<file path="config.mk">
export PLATFORM = sky130hd
export DESIGN_NAME = fwp_host
export DESIGN_NICKNAME = d
export VERILOG_FILES = /design/src/hw/fwp_bus_cycle.v /design/src/hw/fwp_host.v
export VERILOG_INCLUDE_DIRS = /design/src /design/src/hw
export SDC_FILE = /design/constraint.sdc
export NUM_CORES = 1
export LEC_CHECK = 0
export ABC_AREA = 1
export CAP_MARGIN = 20
export CORE_MARGIN = 10
export CORE_UTILIZATION = 31
export DETAILED_ROUTE_END_ITERATION = 12
export DONT_BUFFER_PORTS = 1
export PLACE_DENSITY = 0.53
export SLEW_MARGIN = 20
export SYNTH_ARGS = -nofsm -noshare
export SYNTH_HDL_FRONTEND = slang
export SYNTH_SLANG_ARGS = --single-unit
</file>
<file path="constraint.sdc">
create_clock -name clk_sys -period 7.4 [get_ports clk_sys]
set_input_delay 0.74 -clock clk_sys [delete_from_list [all_inputs] [get_ports clk_sys]]
set_output_delay 0.74 -clock clk_sys [all_outputs]
set_load 0.005 [all_outputs]
</file>
<file path="src/hw/fwp_map.vh">
`ifndef FWP_MAP_VH
`define FWP_MAP_VH

// Device command codes
`define FWP_CMD_SETUP 8'h40
`define FWP_CMD_SETUP_ALT 8'h10
`define FWP_CMD_READ_ARRAY 8'hff
`define FWP_CMD_READ_STATUS 8'h70
`define FWP_CMD_CLEAR_STATUS 8'h50

// Status word bit positions
`define FWP_SR_READY 7
`define FWP_SR_ERASE_SUSP 6
`define FWP_SR_ERASE_ERR 5
`define FWP_SR_WRITE_ERR 4
`define FWP_SR_SUPPLY_ERR 3
`define FWP_SR_WRITE_SUSP 2
`define FWP_SR_PROTECT_ERR 1
`define FWP_SR_RSVD 0
`define FWP_SR_MASK 8'hfe
`define FWP_SR_ERR_MASK 8'h1a

// User operation codes
`define FWP_OP_PROGRAM 2'h0
`define FWP_OP_READ_ARRAY 2'h1
`define FWP_OP_CHECK 2'h2
`define FWP_OP_CLEAR 2'h3

// Bus timing, nanoseconds, and derived cycle counts at the system clock
`define FWP_CLK_NS 5
`define FWP_WE_PULSE_NS 50
`define FWP_WE_HIGH_NS 30
`define FWP_RD_ACCESS_NS 90
`define FWP_RD_HIGH_NS 30
`define FWP_CYC(ns) (((ns) + `FWP_CLK_NS - 1) / `FWP_CLK_NS)
`define FWP_WE_PULSE_CYC `FWP_CYC(`FWP_WE_PULSE_NS)
`define FWP_WE_HIGH_CYC `FWP_CYC(`FWP_WE_HIGH_NS)
`define FWP_RD_ACCESS_CYC `FWP_CYC(`FWP_RD_ACCESS_NS)
`define FWP_RD_HIGH_CYC `FWP_CYC(`FWP_RD_HIGH_NS)

// Poll attempts before a program is declared hung
`define FWP_POLL_LIMIT 4000

`endif

</file>
<file path="src/hw/fwp_bus_cycle.v">
`timescale 1ns/1ps
`include "fwp_map.vh"

// One asynchronous bus cycle on the flash pins: strobe low, then recovery high
module fwp_bus_cycle #(
   parameter AW = 18,
   parameter DW = 16
) (
   // Clock and reset
   input wire clk_sys,
   input wire rst,
   // Cycle request
   input wire start,
   input wire is_write,
   input wire [AW-1:0] addr,
   input wire [DW-1:0] wdata,
   output reg done_q,
   output reg [DW-1:0] rdata_q,
   // Flash pins
   output reg [AW-1:0] flash_addr_q,
   output reg flash_ce_n_q,
   output reg flash_oe_n_q,
   output reg flash_we_n_q,
   output reg [DW-1:0] flash_dq_out_q,
   output reg flash_dq_oe_q,
   input wire [DW-1:0] flash_dq_in
);
   localparam B_IDLE = 2'h0;
   localparam B_ACT = 2'h1;
   localparam B_REC = 2'h2;
   localparam [7:0] WE_PULSE = `FWP_WE_PULSE_CYC;
   localparam [7:0] WE_HIGH = `FWP_WE_HIGH_CYC;
   localparam [7:0] RD_ACCESS = `FWP_RD_ACCESS_CYC;
   localparam [7:0] RD_HIGH = `FWP_RD_HIGH_CYC;

   reg [1:0] state_q;
   reg [7:0] cnt_q;
   reg wr_q;

   // Strobes, address and data all change on the same clock edge when a cycle starts
   always @(posedge clk_sys or posedge rst) begin
      if (rst) begin
         state_q <= B_IDLE;
         cnt_q <= 8'h00;
         wr_q <= 1'b0;
         done_q <= 1'b0;
         rdata_q <= {DW{1'b0}};
         flash_addr_q <= {AW{1'b0}};
         flash_ce_n_q <= 1'b1;
         flash_oe_n_q <= 1'b1;
         flash_we_n_q <= 1'b1;
         flash_dq_out_q <= {DW{1'b0}};
         flash_dq_oe_q <= 1'b0;
      end else begin
         done_q <= 1'b0;
         case (state_q)
            B_IDLE: begin
               if (start) begin
                  flash_addr_q <= addr;
                  flash_dq_out_q <= wdata;
                  flash_dq_oe_q <= is_write;
                  flash_ce_n_q <= 1'b0;
                  flash_we_n_q <= ~is_write;
                  flash_oe_n_q <= is_write;
                  wr_q <= is_write;
                  cnt_q <= is_write ? WE_PULSE : RD_ACCESS;
                  state_q <= B_ACT;
               end
            end
            B_ACT: begin
               if (cnt_q <= 8'h01) begin
                  // Data latched by the device on the rising write strobe
                  flash_we_n_q <= 1'b1;
                  flash_oe_n_q <= 1'b1;
                  flash_ce_n_q <= 1'b1;
                  if (!wr_q) begin
                     rdata_q <= flash_dq_in;
                  end
                  cnt_q <= wr_q ? WE_HIGH : RD_HIGH;
                  state_q <= B_REC;
               end else begin
                  cnt_q <= cnt_q - 8'h01;
               end
            end
            B_REC: begin
               // Keep driving data through hold, release before the next cycle
               if (cnt_q <= 8'h01) begin
                  flash_dq_oe_q <= 1'b0;
                  done_q <= 1'b1;
                  state_q <= B_IDLE;
               end else begin
                  cnt_q <= cnt_q - 8'h01;
               end
            end
            default: begin
               state_q <= B_IDLE;
            end
         endcase
      end
   end
endmodule // fwp_bus_cycle

</file>
<file path="src/hw/fwp_host.v">
// Functional notes
// - Host masks reserved status bit when polling
// - Program is setup command then address/data write
// - Fresh setup per word, wait ready between
// - Full error check per write or batched
// - Write read-array command before reading memory; host skips it while array_mode_q is set
// - Clear status on error before retrying
// - Chip select decoded, output enable shared
// - Reset pin follows supply-good signal
`timescale 1ns/1ps
`include "fwp_map.vh"

module fwp_host #(
   parameter AW = 18,
   parameter DW = 16,
   parameter POLL_LIMIT = `FWP_POLL_LIMIT
) (
   // Clock and reset
   input wire clk_sys,
   input wire rst,
   // User request
   input wire req_valid,
   input wire [1:0] req_op,
   input wire [AW-1:0] req_addr,
   input wire [DW-1:0] req_data,
   input wire req_alt_setup,
   input wire req_full_check,
   output reg req_ready_q,
   // User answer
   output reg resp_valid_q,
   output reg [7:0] resp_status_q,
   output reg [DW-1:0] resp_rdata_q,
   output reg resp_error_q,
   output reg resp_timeout_q,
   // System controls
   input wire supply_ok,
   input wire boot_unlock,
   // Flash pins
   output wire [AW-1:0] flash_addr,
   output wire flash_ce_n,
   output wire flash_oe_n,
   output wire flash_we_n,
   output wire [DW-1:0] flash_dq_out,
   output wire flash_dq_oe,
   input wire [DW-1:0] flash_dq_in,
   output reg reset_powerdown_n_q,
   output reg lock_pin_q,
   input wire ready_busy_pin
);
   localparam S_IDLE = 3'h0;
   localparam S_SETUP = 3'h1;
   localparam S_DATA = 3'h2;
   localparam S_POLL = 3'h3;
   localparam S_CLEAR = 3'h4;
   localparam S_ARRAY = 3'h5;
   localparam S_READ = 3'h6;
   localparam S_STATCMD = 3'h7;

   reg [2:0] state_q;
   reg wait_q;
   reg start_q;
   reg wr_q;
   reg [AW-1:0] baddr_q;
   reg [DW-1:0] bdata_q;
   reg [1:0] op_q;
   reg [AW-1:0] addr_q;
   reg [DW-1:0] data_q;
   reg alt_q;
   reg check_q;
   reg array_mode_q;
   reg [15:0] poll_q;
   wire done;
   wire [DW-1:0] rdata;
   wire [7:0] stat;

   // Reserved bit is never trusted, whatever the device returns
   assign stat = rdata[7:0] & `FWP_SR_MASK;

   // True when a status word carries a write, supply or protect failure
   function has_error;
      input [7:0] s;
      begin
         has_error = |(s & `FWP_SR_ERR_MASK);
      end
   endfunction

   fwp_bus_cycle #(.AW(AW), .DW(DW)) u_cycle (
      .clk_sys(clk_sys),
      .rst(rst),
      .start(start_q),
      .is_write(wr_q),
      .addr(baddr_q),
      .wdata(bdata_q),
      .done_q(done),
      .rdata_q(rdata),
      .flash_addr_q(flash_addr),
      .flash_ce_n_q(flash_ce_n),
      .flash_oe_n_q(flash_oe_n),
      .flash_we_n_q(flash_we_n),
      .flash_dq_out_q(flash_dq_out),
      .flash_dq_oe_q(flash_dq_oe),
      .flash_dq_in(flash_dq_in)
   );

   // Protection pins: reset follows supply-good so writes stop during power moves
   always @(posedge clk_sys or posedge rst) begin
      if (rst) begin
         reset_powerdown_n_q <= 1'b0;
         lock_pin_q <= 1'b0;
      end else begin
         reset_powerdown_n_q <= supply_ok;
         lock_pin_q <= boot_unlock;
      end
   end

   // Sequencer: each bus state fires one cycle, then moves on when it is done; S_POLL refires until ready or the poll limit
   always @(posedge clk_sys or posedge rst) begin
      if (rst) begin
         state_q <= S_IDLE;
         wait_q <= 1'b0;
         start_q <= 1'b0;
         wr_q <= 1'b0;
         baddr_q <= {AW{1'b0}};
         bdata_q <= {DW{1'b0}};
         op_q <= `FWP_OP_PROGRAM;
         addr_q <= {AW{1'b0}};
         data_q <= {DW{1'b0}};
         alt_q <= 1'b0;
         check_q <= 1'b0;
         array_mode_q <= 1'b0;
         poll_q <= 16'h0000;
         req_ready_q <= 1'b0;
         resp_valid_q <= 1'b0;
         resp_status_q <= 8'h00;
         resp_rdata_q <= {DW{1'b0}};
         resp_error_q <= 1'b0;
         resp_timeout_q <= 1'b0;
      end else begin
         start_q <= 1'b0;
         resp_valid_q <= 1'b0;
         // Device powered down forgets its mode and reads array after wake-up
         if (!reset_powerdown_n_q) begin
            array_mode_q <= 1'b1;
         end
         if (state_q != S_IDLE && !wait_q) begin
            start_q <= 1'b1;
            wait_q <= 1'b1;
            baddr_q <= addr_q;
            case (state_q)
               S_SETUP: begin
                  wr_q <= 1'b1;
                  bdata_q <= {{(DW-8){1'b0}},
                     (alt_q ? `FWP_CMD_SETUP_ALT : `FWP_CMD_SETUP)};
               end
               S_DATA: begin
                  wr_q <= 1'b1;
                  bdata_q <= data_q;
               end
               S_CLEAR: begin
                  wr_q <= 1'b1;
                  bdata_q <= {{(DW-8){1'b0}}, `FWP_CMD_CLEAR_STATUS};
               end
               S_ARRAY: begin
                  wr_q <= 1'b1;
                  bdata_q <= {{(DW-8){1'b0}}, `FWP_CMD_READ_ARRAY};
               end
               S_STATCMD: begin
                  wr_q <= 1'b1;
                  bdata_q <= {{(DW-8){1'b0}}, `FWP_CMD_READ_STATUS};
               end
               default: begin
                  wr_q <= 1'b0;
                  bdata_q <= {DW{1'b0}};
               end
            endcase
         end
         case (state_q)
            S_IDLE: begin
               req_ready_q <= 1'b1;
               if (req_valid && req_ready_q) begin
                  req_ready_q <= 1'b0;
                  op_q <= req_op;
                  addr_q <= req_addr;
                  data_q <= req_data;
                  alt_q <= req_alt_setup;
                  check_q <= req_full_check;
                  poll_q <= 16'h0000;
                  resp_timeout_q <= 1'b0;
                  case (req_op)
                     `FWP_OP_PROGRAM: begin
                        // No point programming a device held in power-down
                        if (!supply_ok) begin
                           state_q <= S_IDLE;
                           resp_valid_q <= 1'b1;
                           resp_error_q <= 1'b1;
                           resp_status_q <= 8'h00;
                           req_ready_q <= 1'b1;
                        end else begin
                           state_q <= S_SETUP;
                        end
                     end
                     `FWP_OP_READ_ARRAY: state_q <= array_mode_q ? S_READ : S_ARRAY;
                     `FWP_OP_CHECK: state_q <= S_STATCMD;
                     default: state_q <= S_CLEAR;
                  endcase
               end
            end
            S_SETUP: begin
               if (done) begin
                  wait_q <= 1'b0;
                  array_mode_q <= 1'b0;
                  state_q <= S_DATA;
               end
            end
            S_DATA, S_STATCMD: begin
               if (done) begin
                  wait_q <= 1'b0;
                  array_mode_q <= 1'b0;
                  state_q <= S_POLL;
               end
            end
            S_POLL: begin
               if (done) begin
                  wait_q <= 1'b0;
                  if (stat[`FWP_SR_READY]) begin
                     resp_status_q <= stat;
                     resp_rdata_q <= rdata;
                     // Failed check: wipe sticky bits before any retry
                     if (check_q && has_error(stat)) begin
                        resp_error_q <= 1'b1;
                        state_q <= S_CLEAR;
                     end else begin
                        resp_error_q <= 1'b0;
                        resp_valid_q <= 1'b1;
                        req_ready_q <= 1'b1;
                        state_q <= S_IDLE;
                     end
                  end else if (poll_q >= POLL_LIMIT[15:0]) begin
                     // A hung engine is reported rather than waited on forever
                     resp_status_q <= stat;
                     resp_error_q <= 1'b1;
                     resp_timeout_q <= 1'b1;
                     resp_valid_q <= 1'b1;
                     req_ready_q <= 1'b1;
                     state_q <= S_IDLE;
                  end else begin
                     poll_q <= poll_q + 16'h0001;
                  end
               end
            end
            S_CLEAR: begin
               if (done) begin
                  wait_q <= 1'b0;
                  if (op_q == `FWP_OP_CLEAR) begin
                     resp_error_q <= 1'b0;
                     resp_status_q <= 8'h00;
                  end
                  resp_valid_q <= 1'b1;
                  req_ready_q <= 1'b1;
                  state_q <= S_IDLE;
               end
            end
            S_ARRAY: begin
               if (done) begin
                  wait_q <= 1'b0;
                  array_mode_q <= 1'b1;
                  state_q <= S_READ;
               end
            end
            S_READ: begin
               if (done) begin
                  wait_q <= 1'b0;
                  resp_rdata_q <= rdata;
                  resp_error_q <= 1'b0;
                  resp_valid_q <= 1'b1;
                  req_ready_q <= 1'b1;
                  state_q <= S_IDLE;
               end
            end
            default: begin
               state_q <= S_IDLE;
            end
         endcase
      end
   end
endmodule // fwp_host

</file>
==> impl_metrics.env, run 1 <==
export IMPL_avgSynthCellArea_um2=8.79
export IMPL_clock_latency_ns=0.44
export IMPL_slowest_stage="nand2_1"
export IMPL_htreeDepth=4
export IMPL_post_cts_buffers=0
export IMPL_setup_tns_ns=0
export IMPL_synth_ff_type="dfrtp_1"
export IMPL_synth_simple_area_share_pct=22.5
export IMPL_synth_top_cell_by_area="dfrtp_1"
export IMPL_fmaxAchievable_mhz=348
export IMPL_async_flop_share_pct=100
export IMPL_nFillCells=2702
export IMPL_synth_fa_ha_area_share_pct=1.24
export IMPL_cts_root_buf="clkbuf_16"
export IMPL_clk_path_buf_depth=2
export IMPL_synth_nets=989
export IMPL_cts_sinks=190
export IMPL_coreArea_um2=25800
export IMPL_die_area_um2=33000
export IMPL_rows=59
export IMPL_grt_pass1_wl_um=32500
export IMPL_num_vias=5831
export IMPL_dp_hpwl_um=13300
export IMPL_power_leakage_uw=0.00443
export IMPL_power_density_nw_per_um2=427
export IMPL_worst_pin_slew_ns=0.963
export IMPL_grt_pass1_vias=5777
export IMPL_viasPerCell=4.64
export IMPL_worstPathMaxFanout=23
export IMPL_fin_crit_sh_pct=38.9
export IMPL_worstPathRequired_ns=7.68
export IMPL_ant_nets=0
export IMPL_ys_warn_count=0
export IMPL_final_setup_viol_count=0
export IMPL_synth_edf_count=0
export IMPL_cts_resized=0
export IMPL_multi_input_area_um2=2850
export IMPL_maxSlewViolCount=0
export IMPL_diodes=0
export IMPL_layoutNonFillerInstCount=1258
export IMPL_portBuffers=0
export IMPL_status="complete, no violations"
export IMPL_grt_ovfl_total=0
export IMPL_synth_compound_area_share_pct=8.75
export IMPL_period_minus_slack_ns=2.88
export IMPL_placed_cells=1226
export IMPL_synth_xor_xnor_area_share_pct=1.08
export IMPL_drive_gt1_share_pct=7.15
export IMPL_rsz0062_at_grt="false"
export IMPL_synth_seq_cells=190
export IMPL_post_synth_mux_area_share_pct=1.53
export IMPL_synthTopCellsByArea="dfrtp_1 (58%), nand2_1 (15%), o21ai_0 (5.1%), inv_1 (3.7%), nand3_1 (3.3%)"
export IMPL_wl_per_cell_um=15.8
export IMPL_synth_cell_types=36
export IMPL_synth_top_family_by_area="simple AND/OR/NAND/NOR gates"
export IMPL_peakVddDrop_v=0.000167
export IMPL_clock_skew_ns=0.0226
export IMPL_hold_viol=0
export IMPL_crit_path_start_kind="flip-flop"
export IMPL_crit_chain="inv_1, ha_1, nor2_1, nor2_1, nand2_1, nor2_1, nand2_1, nor2_1, a21oi_1"
export IMPL_min_path_type="in2async"
export IMPL_cpMostUsedCell="nor2_1"
export IMPL_grt_max_degree=118
export IMPL_maxCapViolations=0
export IMPL_cts_tree="done"
export IMPL_drtIter0Drc=367
export IMPL_hold_buffers=0
export IMPL_totalWireLength_um=19900
export IMPL_die_w_um=182
export IMPL_slew_limit_headroom_pct=35.8
export IMPL_path_class="reg2reg"
export IMPL_io_pin_count=128
export IMPL_finalNetCount=978
export IMPL_synth_seq_area_share_pct=58.8
export IMPL_slowest_delay_ns=0.67
export IMPL_globalRouteTotalUtil_pct=12.1
export IMPL_ff_latch_area_um2=4760
export IMPL_start_util_pct=31.3
export IMPL_drc=0
export IMPL_gp_congestion=0.835
export IMPL_antenna_found_initial=0
export IMPL_synthCells=921
export IMPL_clkSlewWorstSetupHoldPaths_ns=0.08
export IMPL_syn2layout_area_growth_pct=11.5
export IMPL_drt_pass1_iter_count=4
export IMPL_synth_area_um2=8090
export IMPL_numCtsBuffers=17
export IMPL_synth_top_area_share_pct=57.8
export IMPL_die_h_um=182
export IMPL_arrival_ns=3.16
export IMPL_end_kind="flip-flop"
## routing by layer
| layer | part of all wire (%) | global-route usage [%] |
|---|---|---|
| met2 | 44 | 18.0 |
| met1 | 47 | 16.2 |
| met5 | 0 | 0 |
| met3 | 7.6 | 4.59 |
| met4 | 0.80 | 3.22 |
## cell families after synthesis
kind of cell	count (synthesis)
AO/OA/AOI/OAI	135
XOR/XNOR	10
flip-flops	190
multiplexers	9
AND/OR/NAND/NOR	448
buffers and inverters	120
adder cells (fa/ha/maj)	8
other	1
## registers in the layout, summed over array words and instances, names as in the netlist, 2 cells and up
register and count:
addr_q 18, baddr_q 18, bdata_q 16, data_q 16, op_q 2, poll_q 16, resp_rdata_q 16, resp_status_q 7
state_q 3, u_cycle.cnt_q 8, u_cycle.flash_addr_q 18, u_cycle.flash_dq_out_q 16, u_cycle.rdata_q 16, u_cycle.state_q 2
## worst max-delay path, delay by kind of cell, from the launching register on
kind	cells	cell delay [ns]
simple gates	6	1.85
flops	1	0.39
fa+ha+maj	1	0.28
buf+inv	1	0.14
compound gates	1	0.06
## power breakdown
part | switching, µW | internal [µW] | total (µW) | leakage, µW
logic | 780 | 370 | 1150 | 0.00170
registers | 263 | 1450 | 1710 | 0.00243
clock network | 469 | 525 | 994 | 0.000305
## per-stage QoR
| step | setup slack (ns) | utilization, % | total power [µW] | cell area (µm²) | hold WS [ns] |
|---|---|---|---|---|---|
| 6_report | 4.52 | 34.9 | 3850 | 9030 | 0.295 |
| 5_1_grt | 4.05 | 34.9 | 4210 | 9030 | 0.298 |
| 4_1_cts | 4.46 | 34.9 | 3920 | 9030 | 0.311 |
| 3_5_place_dp | 4.47 | 32.5 | 2910 | 8390 | 0.454 |
| 3_3_place_gp | 4.53 | 32.5 | 2880 | 8390 | 0.450 |
| 2_1_floorplan | 1.49 | - | 2570 | 8090 | 0.438 |
## synthesized netlist by cell type (4+ instances only)
| master | n |
|---|---|
| o21ai_1 | 24 |
| inv_2 | 6 |
| buf_4 | 5 |
| dfrtp_1 | 187 |
| a21oi_1 | 15 |
| nand2_1 | 313 |
| nor2_1 | 59 |
| nand2_2 | 4 |
| xor2_1 | 7 |
| nand3_1 | 54 |
| clkbuf_1 | 19 |
| o21ai_0 | 82 |
| inv_1 | 80 |
| a22oi_1 | 6 |
| mux2_4 | 6 |
| nand4_1 | 7 |
| buf_2 | 8 |
| ha_1 | 8 |
## path summary, 6_finish.rpt
kind,depth (start not counted),slack (ns),startpoint,end
max reg2reg,9,4.52,u_cycle.cnt_q[0],u_cycle.rdata_q[7]
min,1,0.30,rst,lock_pin_q
min reg2reg,2,0.47,baddr_q[2],u_cycle.flash_addr_q[2]
min in group clk_sys,0,0.34,boot_unlock,lock_pin_q
max,9,4.52,u_cycle.cnt_q[0],u_cycle.rdata_q[7]
max in group asynchronous,2,5.67,rst,u_cycle.rdata_q[12]
## cell type report
cell class	count	area share (%)
flip-flops and latches	190	52.7
multi-input cells	611	31.5
clock buffers	17	4.71
well taps	335	4.64
inverters	86	3.66
clock inverters	15	2.40
repair buffers	4	0.333
## layout by cell type, fill, tap and decap left out, types with 7 or more instances in the layout
master     instances
nand2_1          313
dfrtp_1          187
o21ai_0           82
inv_1             79
nor2_1            59
nand3_1           54
o21ai_1           24
clkbuf_16         17
a21oi_1           15
ha_1               8
nand4_1            7
xor2_1             7
(Power assumes the default switching activity.)
==> run 2: changes to the inputs <==
==> constraint.sdc (replaced) <==
create_clock -name clk_sys -period 2.8 [get_ports clk_sys]
set_input_delay 0.28 -clock clk_sys [delete_from_list [all_inputs] [get_ports clk_sys]]
set_output_delay 0.28 -clock clk_sys [all_outputs]
set_load 0.005 [all_outputs]
==> run 2 against run 1 <==
  * Register-to-register slack lost 3.9 ns
  * Via count grew 2.7%
  * Final cell count grew 4.8%
  * Clock skew shrank 0.0034 ns
  * Critical path depth is the same
  * Combinational power grew to 2.7 times the previous value
  * Sequential share of layout area shrank 3.2 points
  * Final area grew 6.5%
  * Power grew to 2.6 times the previous value
  * Largest power group unchanged
  * Largest cell class unchanged
  * Non-clock buffer count grew 61
==> impl_metrics.env, run 2 (synthesis results as in run 1) <==
export IMPL_totalWireLength_um=19800
export IMPL_cts_root_buf="clkbuf_16"
export IMPL_final_cell_mix="nand2_1 (313), dfrtp_1 (187), o21ai_0 (82), inv_1 (79), nor2_1 (59)"
export IMPL_drtIter0Drc=310
export IMPL_numCtsBuffers=17
export IMPL_coreArea_um2=25800
export IMPL_dp_hpwl_um=13400
export IMPL_fmaxAchievable_mhz=453
export IMPL_ant_nets=0
export IMPL_worst_pin_slew_ns=0.806
export IMPL_grt_pass1_vias=5965
export IMPL_power_leakage_uw=0.00469
export IMPL_cts_sinks=190
export IMPL_rows=59
export IMPL_nFillCells=2665
export IMPL_arrival_ns=2.50
export IMPL_power_density_nw_per_um2=1060
export IMPL_clock_skew_ns=0.0192
export IMPL_die_w_um=182
export IMPL_cts_tree="done"
export IMPL_reg2reg_slack_ns=0.59
export IMPL_post_cts_buffers=0
export IMPL_mostFrequentLayoutCell="nand2_1"
export IMPL_slowest_delay_ns=0.49
export IMPL_crit_family="simple AND/OR/NAND/NOR gates"
export IMPL_drt_pass1_iter_count=5
export IMPL_maxCapViolations=0
export IMPL_crit_path_start_kind="flip-flop"
export IMPL_portBuffers=0
export IMPL_antenna_found_initial=0
export IMPL_clock_latency_ns=0.44
export IMPL_slowest_stage="nand2_1"
export IMPL_num_vias=5989
export IMPL_gp_congestion=0.844
export IMPL_final_setup_viol_count=0
export IMPL_clkSlewWorstSetupHoldPaths_ns=0.08
export IMPL_syn2layout_area_growth_pct=18.8
export IMPL_start_util_pct=31.3
export IMPL_io_pin_count=128
export IMPL_peakVddDrop_v=0.000429
export IMPL_path_buf_inv=1
export IMPL_die_h_um=182
export IMPL_drc=0
export IMPL_worstPathRequired_ns=3.09
export IMPL_grt_pass1_wl_um=32400
export IMPL_grt_ovfl_total=0
export IMPL_largestRegisters="addr_q x18, baddr_q x18, u_cycle.flash_addr_q x18"
export IMPL_hold_viol=0
export IMPL_globalRouteTotalUtil_pct=12.0
export IMPL_diodes=0
export IMPL_fin_crit_sh_pct=78.9
export IMPL_end_kind="flip-flop"
export IMPL_period_minus_slack_ns=2.21
export IMPL_viasPerCell=4.54
export IMPL_die_area_um2=33000
export IMPL_wl_per_cell_um=15.0
export IMPL_clk_path_buf_depth=2
export IMPL_grt_max_degree=116
export IMPL_min_path_type="in2reg"
export IMPL_path_class="reg2reg"
export IMPL_slew_limit_headroom_pct=46.1
export IMPL_cpMostUsedCell="nor2_1"
export IMPL_setup_tns_ns=0
export IMPL_status="complete, no violations"
export IMPL_crit_chain="inv_1, ha_1, nor2_1, nor2_1, nand2_1, nor2_1, nand2_1, nor2_1, a21oi_1"
export IMPL_maxSlewViolCount=0
export IMPL_drive_gt1_share_pct=7.52
export IMPL_utilization_pct=37.2
export IMPL_rsz0062_at_grt="false"
export IMPL_worstPathMaxFanout=23
export IMPL_finalNetCount=1039
export IMPL_htreeDepth=4
run 2: path summary, 6_finish.rpt:
check,startpoint,to,depth (start not counted)
worst max-delay path,u_cycle.cnt_q[0],u_cycle.rdata_q[1],9
worst min-delay path,flash_dq_in[7],u_cycle.rdata_q[7],2
worst max register to register,u_cycle.cnt_q[0],u_cycle.rdata_q[1],9
worst min register to register,baddr_q[16],u_cycle.flash_addr_q[16],2
max in group asynchronous,rst,u_cycle.wr_q,3
min in group asynchronous,rst,lock_pin_q,3
run 2: per-layer routing:
metal  part of all wire [%]  wire, µm  global-route usage, %  vias to the layer above
li1                       -         -                      -                     3018
met1                     48      9580                   15.7                     2827
met2                     44      8620                   18.2                      129
met3                    6.9      1380                   4.23                       15
met4                    1.2       231                   3.81                        0
met5                      0         0                      0                        -
run 2: cell type report:
class | count | area [µm²] | share of cell area (%)
clock inverters | 15 | 188 | 1.95
flip-flops and latches | 190 | 4760 | 49.5
multi-input cells | 611 | 2850 | 29.6
well taps | 335 | 419 | 4.36
inverters | 86 | 327 | 3.40
repair buffers | 65 | 646 | 6.72
clock buffers | 17 | 425 | 4.43
run 2: worst register-to-register path: stages (launching register included):
cell and delay (ns):
dfrtp_1 0.39, inv_1 0.12, ha_1 0.26, nor2_1 0.06, nor2_1 0.15, nand2_1 0.11
nor2_1 0.14, nand2_1 0.49, nor2_1 0.30, a21oi_1 0.06
run 2: where the power goes:
group | switching (µW) | internal [µW] | total, µW
Clock | 1260 | 1220 | 2480
Combinational | 2100 | 1060 | 3160
Sequential | 705 | 3820 | 4530
Total | 4060 | 6110 | 10200
run 2: repair_timing:
| action | in CTS | in global routing |
|---|---|---|
| endpoints found under the hold margin | 239 | 0 |
| hold buffers | 53 | 0 |
| gates resized for setup | 0 | 0 |
run 2: through the flow:
stage	power [µW]	hold WS, ns	std cells	setup slack, ns	instance area (µm²)
finish	10200	0.0204	1319	0.592	9610
global route	11100	0.00482	1319	0.331	9610
CTS	10300	0.00177	1319	0.571	9610
detailed placement	7730	0.312	1234	0.602	8470
global placement	7650	0.312	1234	0.645	8470
floorplan	6800	0.311	921	0.0740	8100
==> run 3: changes to the inputs <==
==> constraint.sdc (replaced) <==
create_clock -name clk_sys -period 2.2 [get_ports clk_sys]
set_input_delay 0.22 -clock clk_sys [delete_from_list [all_inputs] [get_ports clk_sys]]
set_output_delay 0.22 -clock clk_sys [all_outputs]
set_load 0.005 [all_outputs]
==> run 3 against run 2 <==
  * Clock power rose by 27%
  * Highest routed layer unchanged
  * Clock skew shrank 0.00063 ns
  * Final area increased by 1.4%
  * Utilization up 0.52 points
  * First-iteration DRC count is 8.4% higher
  * Power rose by 29%
  * Combinational power is 32% higher
  * Largest power group unchanged
==> impl_metrics.env, run 3 (synthesis results as in run 1) <==
export IMPL_ant_nets=0
export IMPL_mostFrequentLayoutCell="nand2_1"
export IMPL_worstPathRequired_ns=2.51
export IMPL_totalWireLength_um=20100
export IMPL_grt_pass1_wl_um=33000
export IMPL_place_ws_ns=0.376
export IMPL_viasPerCell=4.52
export IMPL_path_buf_inv=2
export IMPL_total_power_uw=13100
export IMPL_hp_start="supply_ok"
export IMPL_peakVddDrop_v=0.000490
export IMPL_drtIter0Drc=336
export IMPL_rr_worst_depth=10
export IMPL_die_area_um2=33000
export IMPL_slowest_delay_ns=0.39
export IMPL_min_path_type="in2reg"
export IMPL_cts_sinks=190
export IMPL_arrival_ns=2.17
export IMPL_final_cell_mix="nand2_1 (313), dfrtp_1 (187), o21ai_0 (82), inv_1 (79), nor2_1 (59)"
export IMPL_gp_congestion=0.868
export IMPL_cts_tree="done"
export IMPL_maxCapViolations=0
export IMPL_grt_ovfl_total=0
export IMPL_fmaxAchievable_mhz=536
export IMPL_crit_path_start_kind="flip-flop"
export IMPL_clkSlewWorstSetupHoldPaths_ns=0.08
export IMPL_clock_latency_ns=0.44
export IMPL_rr_endpoint="u_cycle.rdata_q[7]"
export IMPL_clk_path_buf_depth=2
export IMPL_hold_viol=0
export IMPL_power_leakage_uw=0.00475
export IMPL_globalRouteTotalUtil_pct=12.2
export IMPL_portBuffers=0
export IMPL_holdPathEnd="resp_valid_q"
export IMPL_end_kind="flip-flop"
export IMPL_grt_pass1_vias=6035
export IMPL_drc=0
export IMPL_slowest_stage="dfrtp_1"
export IMPL_htreeDepth=4
export IMPL_coreArea_um2=25800
export IMPL_rows=59
export IMPL_worstPathMaxFanout=23
export IMPL_finalNetCount=1052
export IMPL_antenna_found_initial=0
export IMPL_period_minus_slack_ns=1.87
export IMPL_grt_max_degree=85
export IMPL_power_density_nw_per_um2=1340
export IMPL_rsz0062_at_grt="false"
export IMPL_crit_family="simple AND/OR/NAND/NOR gates"
export IMPL_numCtsBuffers=17
export IMPL_start_util_pct=31.3
export IMPL_clock_skew_ns=0.0186
export IMPL_io_pin_count=128
export IMPL_reg2reg_from="u_cycle.cnt_q[0]"
export IMPL_drt_pass1_iter_count=5
export IMPL_maxSlewViolCount=0
export IMPL_crit_chain="inv_1, ha_1, nor2_1, nor2_1, nand2_1, nor2_1, nand2_1, buf_4, nor2_1, a21oi_1"
export IMPL_die_h_um=182
export IMPL_cts_resized=0
export IMPL_worst_pin_slew_ns=0.504
export IMPL_drive_gt1_share_pct=8.32
export IMPL_cts_root_buf="clkbuf_16"
export IMPL_dp_hpwl_um=14000
export IMPL_num_vias=6018
export IMPL_diodes=0
export IMPL_wl_per_cell_um=15.1
export IMPL_hold_depth=2
export IMPL_final_setup_worst_slack_ns=0.334
export IMPL_status="complete, no violations"
export IMPL_final_setup_viol_count=0
export IMPL_largestRegisters="addr_q x18, baddr_q x18, u_cycle.flash_addr_q x18"
export IMPL_die_w_um=182
export IMPL_path_class="reg2reg"
export IMPL_syn2layout_area_growth_pct=20.4
export IMPL_slew_limit_headroom_pct=66.4
export IMPL_cpMostUsedCell="nor2_1"
export IMPL_reg2reg_slack_ns=0.33
export IMPL_fin_crit_sh_pct=84.8
## run 3: cell type report
| class | instances | area [µm²] |
|---|---|---|
| clock inverters | 15 | 190 |
| well taps | 335 | 419 |
| multi-input cells | 611 | 2850 |
| fillers | 2592 | 16100 |
| inverters | 86 | 327 |
| flip-flops and latches | 190 | 4760 |
| clock buffers | 17 | 425 |
| repair buffers | 78 | 778 |
## run 3: through the flow
stage	instance area, µm²	std cells	hold WS (ns)	TNS (ns)	util (%)
global route	9750	1332	0.124	0	37.7
floorplan	8100	921	0.251	-87.14	-
global placement	8560	1243	0.0431	0	33.1
CTS	9750	1332	0.117	0	37.7
finish	9750	1332	0.132	0	37.7
detailed placement	8560	1243	0.0427	0	33.1
## run 3: worst max path at each step
stage | depth (start not counted) | endpoint | startpoint
final | 10 | u_cycle.rdata_q[7] | u_cycle.cnt_q[0]
after global routing | 10 | u_cycle.rdata_q[7] | u_cycle.cnt_q[0]
after CTS | 10 | u_cycle.rdata_q[7] | u_cycle.cnt_q[0]
after detailed placement | 10 | u_cycle.rdata_q[7] | u_cycle.cnt_q[0]
after global placement | 10 | u_cycle.rdata_q[7] | u_cycle.cnt_q[0]
after floorplan | 1 | addr_q[0] | rst
## run 3: where the power goes
part | switching, µW | total [µW] | internal (µW)
sequential | 888 | 5760 | 4870
combinational | 2700 | 4160 | 1460
clock | 1600 | 3150 | 1560
total | 5180 | 13100 | 7880
## run 3: timing repair
| item | 4_1_cts | 5_1_grt |
|---|---|---|
| hold endpoints to repair | 203 | 0 |
| hold buffers | 57 | 0 |
| setup buffers | 0 | 0 |
## run 3: layer usage
layer,track usage [%],up-vias,part of all wire [%]
li1,-,3046,-
met1,16.1,2821,47
met2,18.3,136,44
met3,4.65,15,7.3
met4,3.51,0,1.4
met5,0,-,0
